`src/design/smartcard_pkg.sv`:
```
// Shared constants and carrier types for the smartcard clock and link block.
package smartcard_pkg;

    // ************************************************************
    // Sizes and reset values
    // ************************************************************
    localparam int NUM_PORTS = 2;
    localparam int DIV_WIDTH = 16;
    localparam int GUARD_WIDTH = 8;
    localparam int SYNC_STAGES = 2;
    localparam logic [DIV_WIDTH-1:0] DIV_VALUE_RESET = 16'h0000;
    localparam logic [GUARD_WIDTH-1:0] GUARD_RESET = 8'h00;
    localparam logic CARD_CLOCK_RESET = 1'b0;
    localparam logic DATA_IDLE = 1'b1;

    // ************************************************************
    // Carrier types
    // ************************************************************
    // Per-port configuration from software.
    typedef struct packed {
        logic clock_enable;
        logic source_ext;
        logic five_volt_card;
        logic smartcard_mode;
        logic half_stop;
        logic [GUARD_WIDTH-1:0] guard_time;
        logic [DIV_WIDTH-1:0] divider_value;
    } card_ctl_t;

    // Per-port signals from the async serial channel core.
    typedef struct packed {
        logic tx_data;
        logic parity_error;
        logic shift_empty;
        logic char_done;
        logic baud_tick;
        logic rx_enable_set;
        logic rx_enable_clear;
    } chan_in_t;

    // Per-port general purpose pin levels driven by software.
    typedef struct packed {
        logic card_reset;
        logic supply_enable;
        logic prog_voltage_enable;
    } gp_out_t;

endpackage : smartcard_pkg

```
`src/design/card_clock_divider.sv`:
```
// Programmable card clock divider with glitch-safe rate and source changes.
`timescale 1ns/1ps
`default_nettype none

module card_clock_divider
    import smartcard_pkg::*;
#(
    parameter int WIDTH = DIV_WIDTH
)
(
    // Clock and reset
    input wire logic clk,
    input wire logic rst,
    // Control
    input wire logic enable,
    input wire logic source_ext,
    input wire logic [WIDTH-1:0] divider_value,
    // External clock pin
    input wire logic divider_ext_clock_in,
    // Divided clock
    output logic card_clock
);

    // Refuse counter widths that the compare logic cannot serve.
    if (WIDTH < 2 || WIDTH > 32)
    begin : g_bad_width
        $error("card_clock_divider: WIDTH out of range");
    end

    // ************************************************************
    // External clock resynchronisation
    // ************************************************************
    logic ext_s1_reg, ext_s2_reg, ext_s3_reg;
    logic ext_s1_next, ext_s2_next, ext_s3_next;
    logic ext_rise;

    // two-stage sync
    // Pin is sampled twice before the edge detector sees it.
    always_comb
    begin
        ext_s1_next = divider_ext_clock_in;
        ext_s2_next = ext_s1_reg;
        ext_s3_next = ext_s2_reg;
    end

    always_ff @(posedge clk or posedge rst)
    begin
        if (rst)
        begin
            ext_s1_reg <= 1'b0;
            ext_s2_reg <= 1'b0;
            ext_s3_reg <= 1'b0;
        end
        else
        begin
            ext_s1_reg <= ext_s1_next;
            ext_s2_reg <= ext_s2_next;
            ext_s3_reg <= ext_s3_next;
        end
    end

    assign ext_rise = ext_s2_reg & ~ext_s3_reg;

    // ************************************************************
    // Divider counter
    // ************************************************************
    logic [WIDTH-1:0] cnt_reg, cnt_next, val_reg, val_next;
    logic src_reg, src_next, out_reg, out_next;
    logic tick;

    // selected source
    // Processor clock counts every cycle, external clock on its rising edge.
    assign tick = src_reg ? ext_rise : 1'b1;

    // half period count
    // Each phase lasts the programmed number of source ticks, so the
    // output period is twice the value.
    always_comb
    begin
        cnt_next = cnt_reg;
        val_next = val_reg;
        src_next = src_reg;
        out_next = out_reg;
        if (!enable)
        begin
            cnt_next = '0;
            out_next = CARD_CLOCK_RESET;
            val_next = divider_value;
            src_next = source_ext;
        end
        else if (val_reg == '0)
        begin
            val_next = divider_value;
            src_next = source_ext;
        end
        else if (tick)
        begin
            if (cnt_reg + 1'b1 >= val_reg)
            begin
                out_next = ~out_reg;
                cnt_next = '0;
                val_next = divider_value;
                src_next = source_ext;
            end
            else
                cnt_next = cnt_reg + 1'b1;
        end
    end

    always_ff @(posedge clk or posedge rst)
    begin
        if (rst)
        begin
            cnt_reg <= '0;
            val_reg <= '0;
            src_reg <= 1'b0;
            out_reg <= CARD_CLOCK_RESET;
        end
        else
        begin
            cnt_reg <= cnt_next;
            val_reg <= val_next;
            src_reg <= src_next;
            out_reg <= out_next;
        end
    end

    assign card_clock = out_reg;

    // ************************************************************
    // Checks
    // ************************************************************
    // disabled reset
    div_hold_a: assert property (@(posedge clk) disable iff (rst) !enable |=> (!out_reg && cnt_reg == '0))
        else $error("Divider not held while disabled");

    val_stable_a: assert property (@(posedge clk) disable iff (rst) (enable && $past(enable) && $changed(val_reg) && $past(val_reg) != '0) |-> $changed(out_reg))
        else $error("Divider value changed away from an output edge");

    cnt_bound_a: assert property (@(posedge clk) disable iff (rst) (enable && val_reg != '0) |-> cnt_reg < val_reg)
        else $error("Divider count passed programmed value");

    src_switch_a: assert property (@(posedge clk) disable iff (rst) (enable && $past(enable) && $changed(src_reg) && $past(val_reg) != '0) |-> $changed(out_reg))
        else $error("Source switched in mid phase");

endmodule : card_clock_divider

`default_nettype wire

```
`src/design/smartcard_clock_and_link.sv`:
```
// Two card ports: clock divider, pin drivers and smartcard-mode link helpers.
`timescale 1ns/1ps
`default_nettype none

// Summary of operation
// - A 16-bit counter divides the processor clock or an external clock pin.
// - Card clock frequency is the source frequency over twice the divider value.
// - A new divider value is taken at a card clock edge, or at once while disabled or while the held value is zero.
// - No phase during a rate change is shorter than the old or new phase.
// - Control selects the divider source and enables the card clock.
// - With enable low, divider and clock output stay in reset.
// - Pin function routes serial transmit to card data and divider to card clock.
// - Card data is open drain; card clock too for 5V cards.
// - Each bit on the data line lasts one card-clock based time unit.
// - Port zero serves serial channel zero, port one serial channel two.
// - Parity error with half stop bit pulls transmit low one baud period.
// - After shift empty, transmitter empty stays low until the guard count.
// - Receiver enable clears after each received character in smartcard mode.
module smartcard_clock_and_link
    import smartcard_pkg::*;
#(
    parameter int PORTS = NUM_PORTS
)
(
    // Clock and reset
    input wire logic clk,
    input wire logic rst,
    // Software control and serial channel signals, index 0 and 1
    input wire card_ctl_t ctl [PORTS],
    input wire chan_in_t chan [PORTS],
    input wire gp_out_t gp_out [PORTS],
    // Card pins, open drain style
    input wire logic divider_ext_clock_in [PORTS],
    input wire logic card_data_in [PORTS],
    input wire logic card_present_in [PORTS],
    output logic card_clock_out [PORTS],
    output logic card_clock_oe [PORTS],
    output logic card_data_out [PORTS],
    output logic card_data_oe [PORTS],
    output logic card_reset_out [PORTS],
    output logic supply_enable_out [PORTS],
    output logic prog_voltage_enable_out [PORTS],
    // Back to serial channel and software
    output logic rx_data [PORTS],
    output logic transmitter_empty_flag [PORTS],
    output logic rx_enable [PORTS],
    output logic card_present [PORTS]
);

    // Refuse port counts that the pin arrays cannot serve.
    if (PORTS < 1 || PORTS > 8)
    begin : g_bad_ports
        $error("smartcard_clock_and_link: PORTS out of range");
    end

    // port to channel map
    // Index 0 is wired to serial channel zero, index 1 to serial channel two.
    for (genvar p = 0; p < PORTS; p++)
    begin : g_port
        // ************************************************************
        // Card clock divider
        // ************************************************************
        logic div_clock;

        card_clock_divider #(
            .WIDTH(DIV_WIDTH)
        ) u_div (
            .clk(clk),
            .rst(rst),
            .enable(ctl[p].clock_enable),
            .source_ext(ctl[p].source_ext),
            .divider_value(ctl[p].divider_value),
            .divider_ext_clock_in(divider_ext_clock_in[p]),
            .card_clock(div_clock)
        );

        // ************************************************************
        // Input synchronisers
        // ************************************************************
        logic [SYNC_STAGES-1:0] data_sync_reg, data_sync_next;
        logic [SYNC_STAGES-1:0] det_sync_reg, det_sync_next;

        // Data and detect pins pass two flops before use.
        always_comb
        begin
            data_sync_next = {data_sync_reg[0], card_data_in[p]};
            det_sync_next = {det_sync_reg[0], card_present_in[p]};
        end

        always_ff @(posedge clk or posedge rst)
        begin
            if (rst)
            begin
                data_sync_reg <= {SYNC_STAGES{DATA_IDLE}};
                det_sync_reg <= '0;
            end
            else
            begin
                data_sync_reg <= data_sync_next;
                det_sync_reg <= det_sync_next;
            end
        end

        // ************************************************************
        // Smartcard-mode link helpers
        // ************************************************************
        logic nack_reg, nack_next;
        logic [GUARD_WIDTH-1:0] guard_reg, guard_next;
        logic rxen_reg, rxen_next;
        logic txe_reg, txe_next;

        // Nack, guard counter and receiver enable next state.
        always_comb
        begin
            nack_next = nack_reg;
            guard_next = guard_reg;
            rxen_next = rxen_reg;
            // parity nack
            // Held from frame end until the next baud tick, one baud period.
            if (nack_reg && chan[p].baud_tick)
                nack_next = 1'b0;
            if (ctl[p].smartcard_mode && ctl[p].half_stop && chan[p].parity_error)
                nack_next = 1'b1;
            if (!chan[p].shift_empty)
                guard_next = GUARD_RESET;
            else if (chan[p].baud_tick && guard_reg != ctl[p].guard_time)
                guard_next = guard_reg + 1'b1;
            if (ctl[p].smartcard_mode)
                txe_next = chan[p].shift_empty && (guard_reg == ctl[p].guard_time);
            else
                txe_next = chan[p].shift_empty;
            // receiver auto disable
            // Software write takes priority over the hardware clear.
            if (chan[p].rx_enable_set)
                rxen_next = 1'b1;
            else if (chan[p].rx_enable_clear || (ctl[p].smartcard_mode && chan[p].char_done))
                rxen_next = 1'b0;
        end

        always_ff @(posedge clk or posedge rst)
        begin
            if (rst)
            begin
                nack_reg <= 1'b0;
                guard_reg <= GUARD_RESET;
                rxen_reg <= 1'b0;
                txe_reg <= 1'b0;
            end
            else
            begin
                nack_reg <= nack_next;
                guard_reg <= guard_next;
                rxen_reg <= rxen_next;
                txe_reg <= txe_next;
            end
        end

        // ************************************************************
        // Pin drivers
        // ************************************************************
        logic clk_o_reg, clk_o_next, clk_oe_reg, clk_oe_next;
        logic dat_oe_reg, dat_oe_next;
        gp_out_t gp_reg, gp_next;

        // Drive levels and enables for the card pins.
        always_comb
        begin
            clk_o_next = div_clock;
            // open drain drive
            // A 5V card sees only a pulled-low clock; data is always open drain.
            clk_oe_next = ctl[p].five_volt_card ? ~div_clock : 1'b1;
            // one bit per unit
            // Transmit bits pass straight through, so their length is the channel's.
            dat_oe_next = ~chan[p].tx_data | nack_reg;
            gp_next = gp_out[p];
        end

        always_ff @(posedge clk or posedge rst)
        begin
            if (rst)
            begin
                clk_o_reg <= CARD_CLOCK_RESET;
                clk_oe_reg <= 1'b0;
                dat_oe_reg <= 1'b0;
                gp_reg <= '0;
            end
            else
            begin
                clk_o_reg <= clk_o_next;
                clk_oe_reg <= clk_oe_next;
                dat_oe_reg <= dat_oe_next;
                gp_reg <= gp_next;
            end
        end

        assign card_clock_out[p] = clk_o_reg;
        assign card_clock_oe[p] = clk_oe_reg;
        assign card_data_out[p] = 1'b0;
        assign card_data_oe[p] = dat_oe_reg;
        assign card_reset_out[p] = gp_reg.card_reset;
        assign supply_enable_out[p] = gp_reg.supply_enable;
        assign prog_voltage_enable_out[p] = gp_reg.prog_voltage_enable;
        assign rx_data[p] = data_sync_reg[SYNC_STAGES-1];
        assign transmitter_empty_flag[p] = txe_reg;
        assign rx_enable[p] = rxen_reg;
        assign card_present[p] = det_sync_reg[SYNC_STAGES-1];

        // ************************************************************
        // Checks
        // ************************************************************
        // parity nack
        nack_start_a: assert property (@(posedge clk) disable iff (rst) (ctl[p].smartcard_mode && ctl[p].half_stop && chan[p].parity_error) |-> ##2 card_data_oe[p])
            else $error("Parity nack did not pull data low");

        nack_end_a: assert property (@(posedge clk) disable iff (rst) (nack_reg && chan[p].baud_tick && !chan[p].parity_error) |=> !nack_reg)
            else $error("Parity nack longer than one baud period");

        guard_hold_a: assert property (@(posedge clk) disable iff (rst) (ctl[p].smartcard_mode && guard_reg != ctl[p].guard_time && $stable(ctl[p].guard_time)) |=> !txe_reg)
            else $error("Transmitter empty raised before guard time");

        rxen_clear_a: assert property (@(posedge clk) disable iff (rst) (ctl[p].smartcard_mode && chan[p].char_done && !chan[p].rx_enable_set) |=> !rx_enable[p])
            else $error("Receiver enable not cleared after a character");

        clk_drain_a: assert property (@(posedge clk) disable iff (rst) (card_clock_oe[p] && $past(ctl[p].five_volt_card)) |-> !card_clock_out[p])
            else $error("5V card clock driven high");

        data_route_a: assert property (@(posedge clk) disable iff (rst) (!chan[p].tx_data) |=> card_data_oe[p])
            else $error("Transmit low not routed to card data");
    end

endmodule : smartcard_clock_and_link

`default_nettype wire

```
`config.mk`:
```
export PLATFORM = sky130hd
export DESIGN_NAME = smartcard_clock_and_link
export DESIGN_NICKNAME = d
export VERILOG_FILES = /design/src/design/smartcard_pkg.sv /design/src/design/card_clock_divider.sv /design/src/design/smartcard_clock_and_link.sv
export SDC_FILE = /design/constraint.sdc
export NUM_CORES = 1
export LEC_CHECK = 0
export BUFFER_PORTS_ARGS = -buffer_cell sky130_fd_sc_hd__buf_4
export CAP_MARGIN = 20
export CORE_UTILIZATION = 51
export DETAILED_ROUTE_END_ITERATION = 12
export GPL_TIMING_DRIVEN = 0
export HOLD_SLACK_MARGIN = 0.1
export PLACE_DENSITY = 0.88
export SYNTH_ARGS = -nofsm -noshare
export SYNTH_HDL_FRONTEND = slang
export SYNTH_SLANG_ARGS = --single-unit
```
`constraint.sdc`:
```
create_clock -name clk -period 2.8 [get_ports clk]
set_input_delay 0 -clock clk [delete_from_list [all_inputs] [get_ports clk]]
set_output_delay 0 -clock clk [all_outputs]
set_load 0.02 [all_outputs]
```
# [Yosys cells after proc, flatten, opt, wreduce, memory -nomap -nowiden]
# Index checks and enable logic that the tools add are counted.
[totals] register_bits=116 in_bits=86 elab_cells=146
[classes] bitwise_logic=10 eq_ne=16 order_cmp=2 muxes=50 addsub=4 reduce_logical=26
[ops] op="$mux W16" n=16
[ops] op="$add A16 B1 Y16 const B" n=2
[ops] op="$ge A16 B16 Y1" n=2
[ops] op="$logic_not A16 Y1" n=2
[ops] op="$mux W8" n=4
[ops] op="$mux W1" n=30
[ops] op="$add A8 B1 Y8 const B" n=2
[ops] op="$eq A8 B8 Y1" n=2
[ops] op="$ne A8 B8 Y1" n=2
[ops] op="$logic_and A1 B1 Y1" n=12
[ops] op="$ne A2 B1 Y1 const B" n=6
[ops] op="$ne A3 B1 Y1 const B" n=4
[ops] op="$reduce_and A2 Y1" n=4
[ops] op="$reduce_bool A2 Y1" n=4
[ops] op="$not A1 Y1" n=6
[ops] op="$reduce_and A3 Y1" n=2
[ops] op="$ne A2 B2 Y1 const B" n=2
[ops] op="$and A1 B1 Y1" n=2
[ops] op="$logic_or A1 B1 Y1" n=2
[ops] op="$or A1 B1 Y1" n=2

# [Depth between registers and ports, before layout]
[logic_depth] word_depth=6 depth_mapped=15

# [Cells and area by module]
# A second synthesis with hierarchy kept.
[unflattened] hier_cells=620 hier_area_um2=6477.5
[by_module_without_submodules] mod="card_clock_divider at g_port[0].u_div" seq_area_each_um2=925.9 n_inst=1 cells_each=237 area_per_inst_um2=2337.2
[by_module_without_submodules] mod="card_clock_divider at g_port[1].u_div" seq_area_each_um2=925.9 n_inst=1 cells_each=213 area_per_inst_um2=2210.9
[by_module_without_submodules] mod="smartcard_clock_and_link" seq_area_each_um2=1056.0 n_inst=1 cells_each=170 area_per_inst_um2=1929.4

# [Worst setup path before layout]
# Ideal clock, no wire load.
[synth_path] kind="reg2reg" start="register g_port[1].u_div.cnt_reg[2]" end="register g_port[1].u_div.val_reg[0]" required_time_ns=2.675 synth_period_minus_slack_ns=3.089 setup_slack_ns=-0.289 stages_incl_launch_ff=14 path_buffers=2 t_arrival_ns=2.964 path_cell_list="dfrtp_1 -> and3_1 -> and4_1 -> and3_1 -> xor2_1 -> ha_1 -> a21oi_1 -> o21a_1 -> a2bb2oi_1 -> nand3_2 -> a21o_1 -> buf_4 -> buf_6 -> mux2_4"
[synth_between] elab_chain_cells=4
[synth_rtl] item="from (decl)" line="card_clock_divider.sv:67" rtl="logic [WIDTH-1:0] cnt_reg, cnt_next, val_reg, val_next;"
[synth_rtl] item="from (signal assigned)" line="card_clock_divider.sv:121" rtl="cnt_reg <= cnt_next;"
[synth_rtl] item="$add A16 B1 Y16" line="card_clock_divider.sv:98" rtl="if (cnt_reg + 1'b1 >= val_reg)"
[synth_rtl] item="$ge A16 B16 Y1" line="card_clock_divider.sv:98"
[synth_rtl] item="$ne A3 B1 Y1 (no line)"
[synth_rtl] item="$reduce_and A2 Y1 (no line)"
[synth_rtl] item="to (signal assigned)" line="card_clock_divider.sv:122" rtl="val_reg <= val_next;"
[synth_rtl] item="to (decl)" line="card_clock_divider.sv:67"
# No other way between the ends.
# A chain may end at the register's enable or synchronous reset.

# [Worst setup path after layout]
[layout_path] start="register g_port[0].u_div.cnt_reg[7]" end="register g_port[0].u_div.cnt_reg[9]"
[layout_between] elab_chain_cells=6
[layout_rtl] item="from (decl)" line="card_clock_divider.sv:67"
[layout_rtl] item="from (signal assigned)" line="card_clock_divider.sv:121"
[layout_rtl] item="$add A16 B1 Y16 *" line="card_clock_divider.sv:98, card_clock_divider.sv:106"
[layout_rtl] item="$ge A16 B16 Y1" line="card_clock_divider.sv:98"
[layout_rtl] item="$mux W16 *" line="card_clock_divider.sv:98"
[layout_rtl] item="$mux W16 *" line="card_clock_divider.sv:96" rtl="else if (tick)"
[layout_rtl] item="$mux W16 *" line="card_clock_divider.sv:91" rtl="else if (val_reg == '0)"
[layout_rtl] item="$mux W16 *" line="card_clock_divider.sv:84" rtl="if (!enable)"
# Mark *: on every way between the ends. The rest lies on a longest branch, timed or not. The select of a mux whose other input is x is not followed.

==> results list <==
* Number of H-tree levels: 4
- Number of synthesized flops with an enable pin: 0
- The clock reaches the later pin of the worst-skew pair after between 0.4 and 0.5 ns.
* Dpl cell area: around 0.0073 mm^2
- Antenna viol nets, final: 0
- Final routed wirelength across all metal layers: between 20000 and 25000 um
- The share of total power dissipated in the clock network is between 40% and 50%.
- Final routed DRC violation total: 4
- Detail-routed net length per standard cell: approximately 25 um
- Initial Util: 53.0%
- I/O pin cnt: between 100 and 150
* Worst-case clock skew: approximately 0.018 ns
- The number of max-slew violations in the final report was 0.
* Worst Path Buf+Inv: 6
- Among the stages of the critical path, the cell type that occurs most often is buf_4.
- Number of placement rows: 39
- Cell area power density: ~530 mW/mm^2
* First drt pass iteration count: 12
- Weighted congestion at the end of routability-driven global placement: roughly 0.87
* Port bufs: roughly 110
- Worst relative slew slack: 28.9%
- Crit start category: flip-flop
- Synthesis-to-finish area growth: 57.8%
* Number of antenna violations at the first check in global routing: 3
- In this run the standard cell core region covers roughly 0.012 mm^2.
- Share of post-route cells with drive strength above 1: a little over two fifths
- In the synthesized netlist the async set-or-reset flop fraction comes to 100%.
- Clock transition at path regs: ~0.060 ns
- Proportion of power drawn by flip-flops and latches: between 30% and 40%
- Largest stage delay on the critical path: approximately 0.43 ns
- For this run the aggregate overflow at the end of global routing stands at 0.
- Of the total power, the share spent switching nets is a little over a quarter.
- Traced cell by cell, the critical path runs through nand4_1 -> buf_4 -> buf_4 -> buf_4 -> nor2_1 -> xnor2_1 -> ha_1 -> nand2_1 -> nor2_1 -> o2111ai_4 -> buf_6 -> buf_6 -> o2111ai_4 -> buf_12 -> a21oi_2 -> a21o_1.
- Cells after DPL: around 830
- Nets@finish: 961
- Pin count of the biggest net entering global routing: 44
- Sequential cells were found to cover 47.2% of the synthesized design area.
- Number of synthesized register bits: approximately 120
- Status: finished, violations left
- Summing internal, switching and leakage power gives between 5000 and 6000 uW.
* TritonCTS sink count: between 100 and 150
* Wire length of the first global-routing pass: approximately 33000 um
- Overall via count from detail_route: 6306
- Measured along the x axis, the die boundary spans ~110 um.
* Most frequently used flop master after synthesis: dfrtp_1
- Across every metal layer, demand over resource in global routing totals between 30 and 40%.
- The internal portion of the total power is 3790 uW.
* Worst min-delay path category: in -> reg
* Post-Syn Area: roughly 0.0062 mm^2
* Via/cell ratio: around 6.3
* Kind of cell adding the most delay to the critical path: buffers and inverters
- In this run the vertical extent of the chip is 112 um.
* Data required, critical path: around 3.1 ns
- After layout, the worst setup slack is -0.833 ns.
- Post-layout minimum cycle time: around 3.6 ns
* Worst Setup Slack post-DPL: -0.654 ns
* Overall die area: 0.0125 mm^2
- Filler Cell Count: about 530
- Timing would allow up to 275 MHz.
- Cell leakage power: 0.00480 uW
- In this run the mean area of a mapped cell was ~11 um^2.
- Number of failing hold endpoints at the final stage: 0
- Critical Path Sink Type: flip-flop
- The number of global-route vias before repair is between 6000 and 7000.
* Slowest CP cell: dfrtp_1
* Synth Warn #: 0
- Setup repair after global routing could not meet its margin everywhere.
* Final Cycle Share: 130%
* Max-cap check violation count: 0
- The clock passes through at most 2 buffers.
- After synthesis, the netlist uses 54 different library cells.
- Violations in the final reports: DRC, setup timing
* Buffer type at the clock tree root: clkbuf_16
- Count of non-filler cells in the finished layout: 997
- Share of the core filled with cells: roughly 84%
- Across the VDD grid, the largest voltage drop is about 500 uV.
- For the worst setup path, the data arrival time is ~4.0 ns.
- DPL Wire Length: ~10000 um
* DRC violation total after the first TritonRoute iteration: around 640
- Setup violations remaining at the end of the flow were counted as slightly below 70.
- In this run, CTS created clock tree buffers numbering 17.
- TritonCTS clock tree: built
- Cells after synthesis: about 580
- Transition time at the pin with the least slew margin: 1.06 ns
- The critical path is of the reg -> reg type.
* Part of the total power dissipated in combinational logic: between 15 and 20%
- Power spent charging and discharging nets: 1390 uW
* Design Area, Final: about 0.0097 mm^2
- Along the worst path, the maximum fanout reaches 6.
-- layout make-up --
class / count / area [um^2] / area share [%]
multi-input cells: 389 / 3470 / 35.7
clock inverters: 8 / 124 / 1.27
well taps: 143 / 179 / 1.84
clock buffers: 23 / 498 / 5.12
inverters: 47 / 180 / 1.85
flip-flops and latches: 116 / 2920 / 30.0
diodes: 3 / 7.51 / 0.0772
plain buffers: 24 / 211 / 2.18
repair buffers: 244 / 2130 / 22.0
-- synth_stat cells (2+ instances only) --
cell / count / area, um^2
buf_4: 17 / 128
mux2_2: 24 / 270
nand2_1: 58 / 218
a21oi_1: 15 / 75.1
and3_1: 8 / 50.1
nor2b_1: 8 / 50.1
a22o_1: 8 / 70.1
dfrtp_1: 112 / 2800
nor3_1: 4 / 20.0
mux2_4: 10 / 150
buf_2: 2 / 10.0
nand2b_1: 5 / 31.3
xnor2_1: 29 / 254
xor2_1: 26 / 228
clkbuf_1: 4 / 15.0
nand3_1: 19 / 95.1
or2_2: 2 / 12.5
a41o_1: 2 / 20.0
a21boi_0: 4 / 30.0
nand4_1: 17 / 106
and4_1: 3 / 26.3
o31ai_1: 5 / 37.5
a211oi_1: 3 / 22.5
inv_1: 47 / 176
o21ai_0: 23 / 115
a21o_1: 10 / 75.1
or3_1: 3 / 18.8
o21a_1: 3 / 22.5
buf_6: 2 / 22.5
o2111ai_1: 2 / 17.5
ha_1: 36 / 450
a2bb2oi_1: 4 / 35.0
dfstp_2: 4 / 105
nor4_1: 12 / 75.1
mux2i_1: 2 / 20.0
nor3b_2: 2 / 25.0
and2_1: 12 / 75.1
a31o_2: 2 / 17.5
nor2_1: 12 / 45.0
-- placed cells by master (no fill, tap or decap), types with 7 or more instances in the layout --
| cell | instances |
|---|---|
| nand2_1 | 54 |
| a22o_1 | 8 |
| inv_1 | 45 |
| ha_1 | 32 |
| mux2_4 | 33 |
| nor2b_1 | 8 |
| xnor2_2 | 9 |
| nand4_1 | 17 |
| dfrtp_2 | 7 |
| buf_4 | 171 |
| a21o_1 | 10 |
| a21oi_2 | 10 |
| o21ai_2 | 8 |
| clkbuf_16 | 19 |
| dlygate4sd3_1 | 67 |
| nand3_1 | 14 |
| xnor2_1 | 20 |
| xor2_1 | 25 |
| dfrtp_1 | 105 |
| nor4_1 | 12 |
| and2_1 | 11 |
| o21ai_0 | 9 |
| buf_6 | 19 |
-- logic make-up (layout without fill, tap and decap cells) --
logic type	after synthesis	in the layout	share of synthesized area [%]
AO/OA/AOI/OAI	92	92	10.5
other	1	5	0.0609
flip-flops	116	116	47.2
multiplexers	36	36	7.15
XOR/XNOR	55	55	7.82
adder cells (fa/ha/maj)	36	36	7.31
buffers and inverters	72	346	5.71
AND/OR/NAND/NOR	168	168	14.2
-- what timing repair did --
item	4_1_cts	5_1_grt
pin swaps	33	31
endpoints found under the hold margin	114	0
hold buffers	67	0
setup buffers	53	16
gates resized for setup	80	58
setup endpoints to repair	68	68
cloned	1	2
-- per-stage QoR --
| stage | hold slack [ns] | TNS (ns) |
|---|---|---|
| global placement | 0.110 | -16.38 |
| global route | 0.217 | -46.06 |
| floorplan | 0.00448 | -1.54 |
| finish | 0.213 | -41.28 |
| CTS | 0.217 | -6.61 |
| detailed placement | 0.109 | -27.32 |
-- metal layers --
layer  global-route usage, %  share of wire [%]  vias to the layer above
met5                       0                  0                        -
met4                    23.9                9.3                        0
met3                    6.70                9.5                      228
met2                    59.6                 49                      547
met1                    37.4                 32                     3015
li1                        -                  -                     2516
-- power groups by stage --
stage / sequential, uW / clock [uW] / combinational [uW]
floorplan: 1890 / 0 / 387
global placement: 1910 / 0 / 569
detailed placement: 1910 / 0 / 613
CTS: 1890 / 2300 / 807
global route: 1920 / 2410 / 982
finish: 1910 / 2340 / 935
-- path summary, 6_finish.rpt --
path	endpoint	depth (start not counted)	slack, ns	from
worst min register to register	g_port[1].u_div.ext_s2_reg	0	0.35	g_port[1].u_div.ext_s1_reg
max in group asynchronous	g_port[1].u_div.cnt_reg[8]	5	1.50	rst
min in group asynchronous	card_reset_out[1]	3	0.29	rst
worst max register to register	g_port[0].u_div.cnt_reg[9]	16	-0.83	g_port[0].u_div.cnt_reg[7]
worst max-delay path	g_port[0].u_div.cnt_reg[9]	16	-0.83	g_port[0].u_div.cnt_reg[7]
worst min-delay path	g_port[1].det_sync_reg[0]	2	0.21	card_present_in[0]
(Power assumes the default switching activity.)
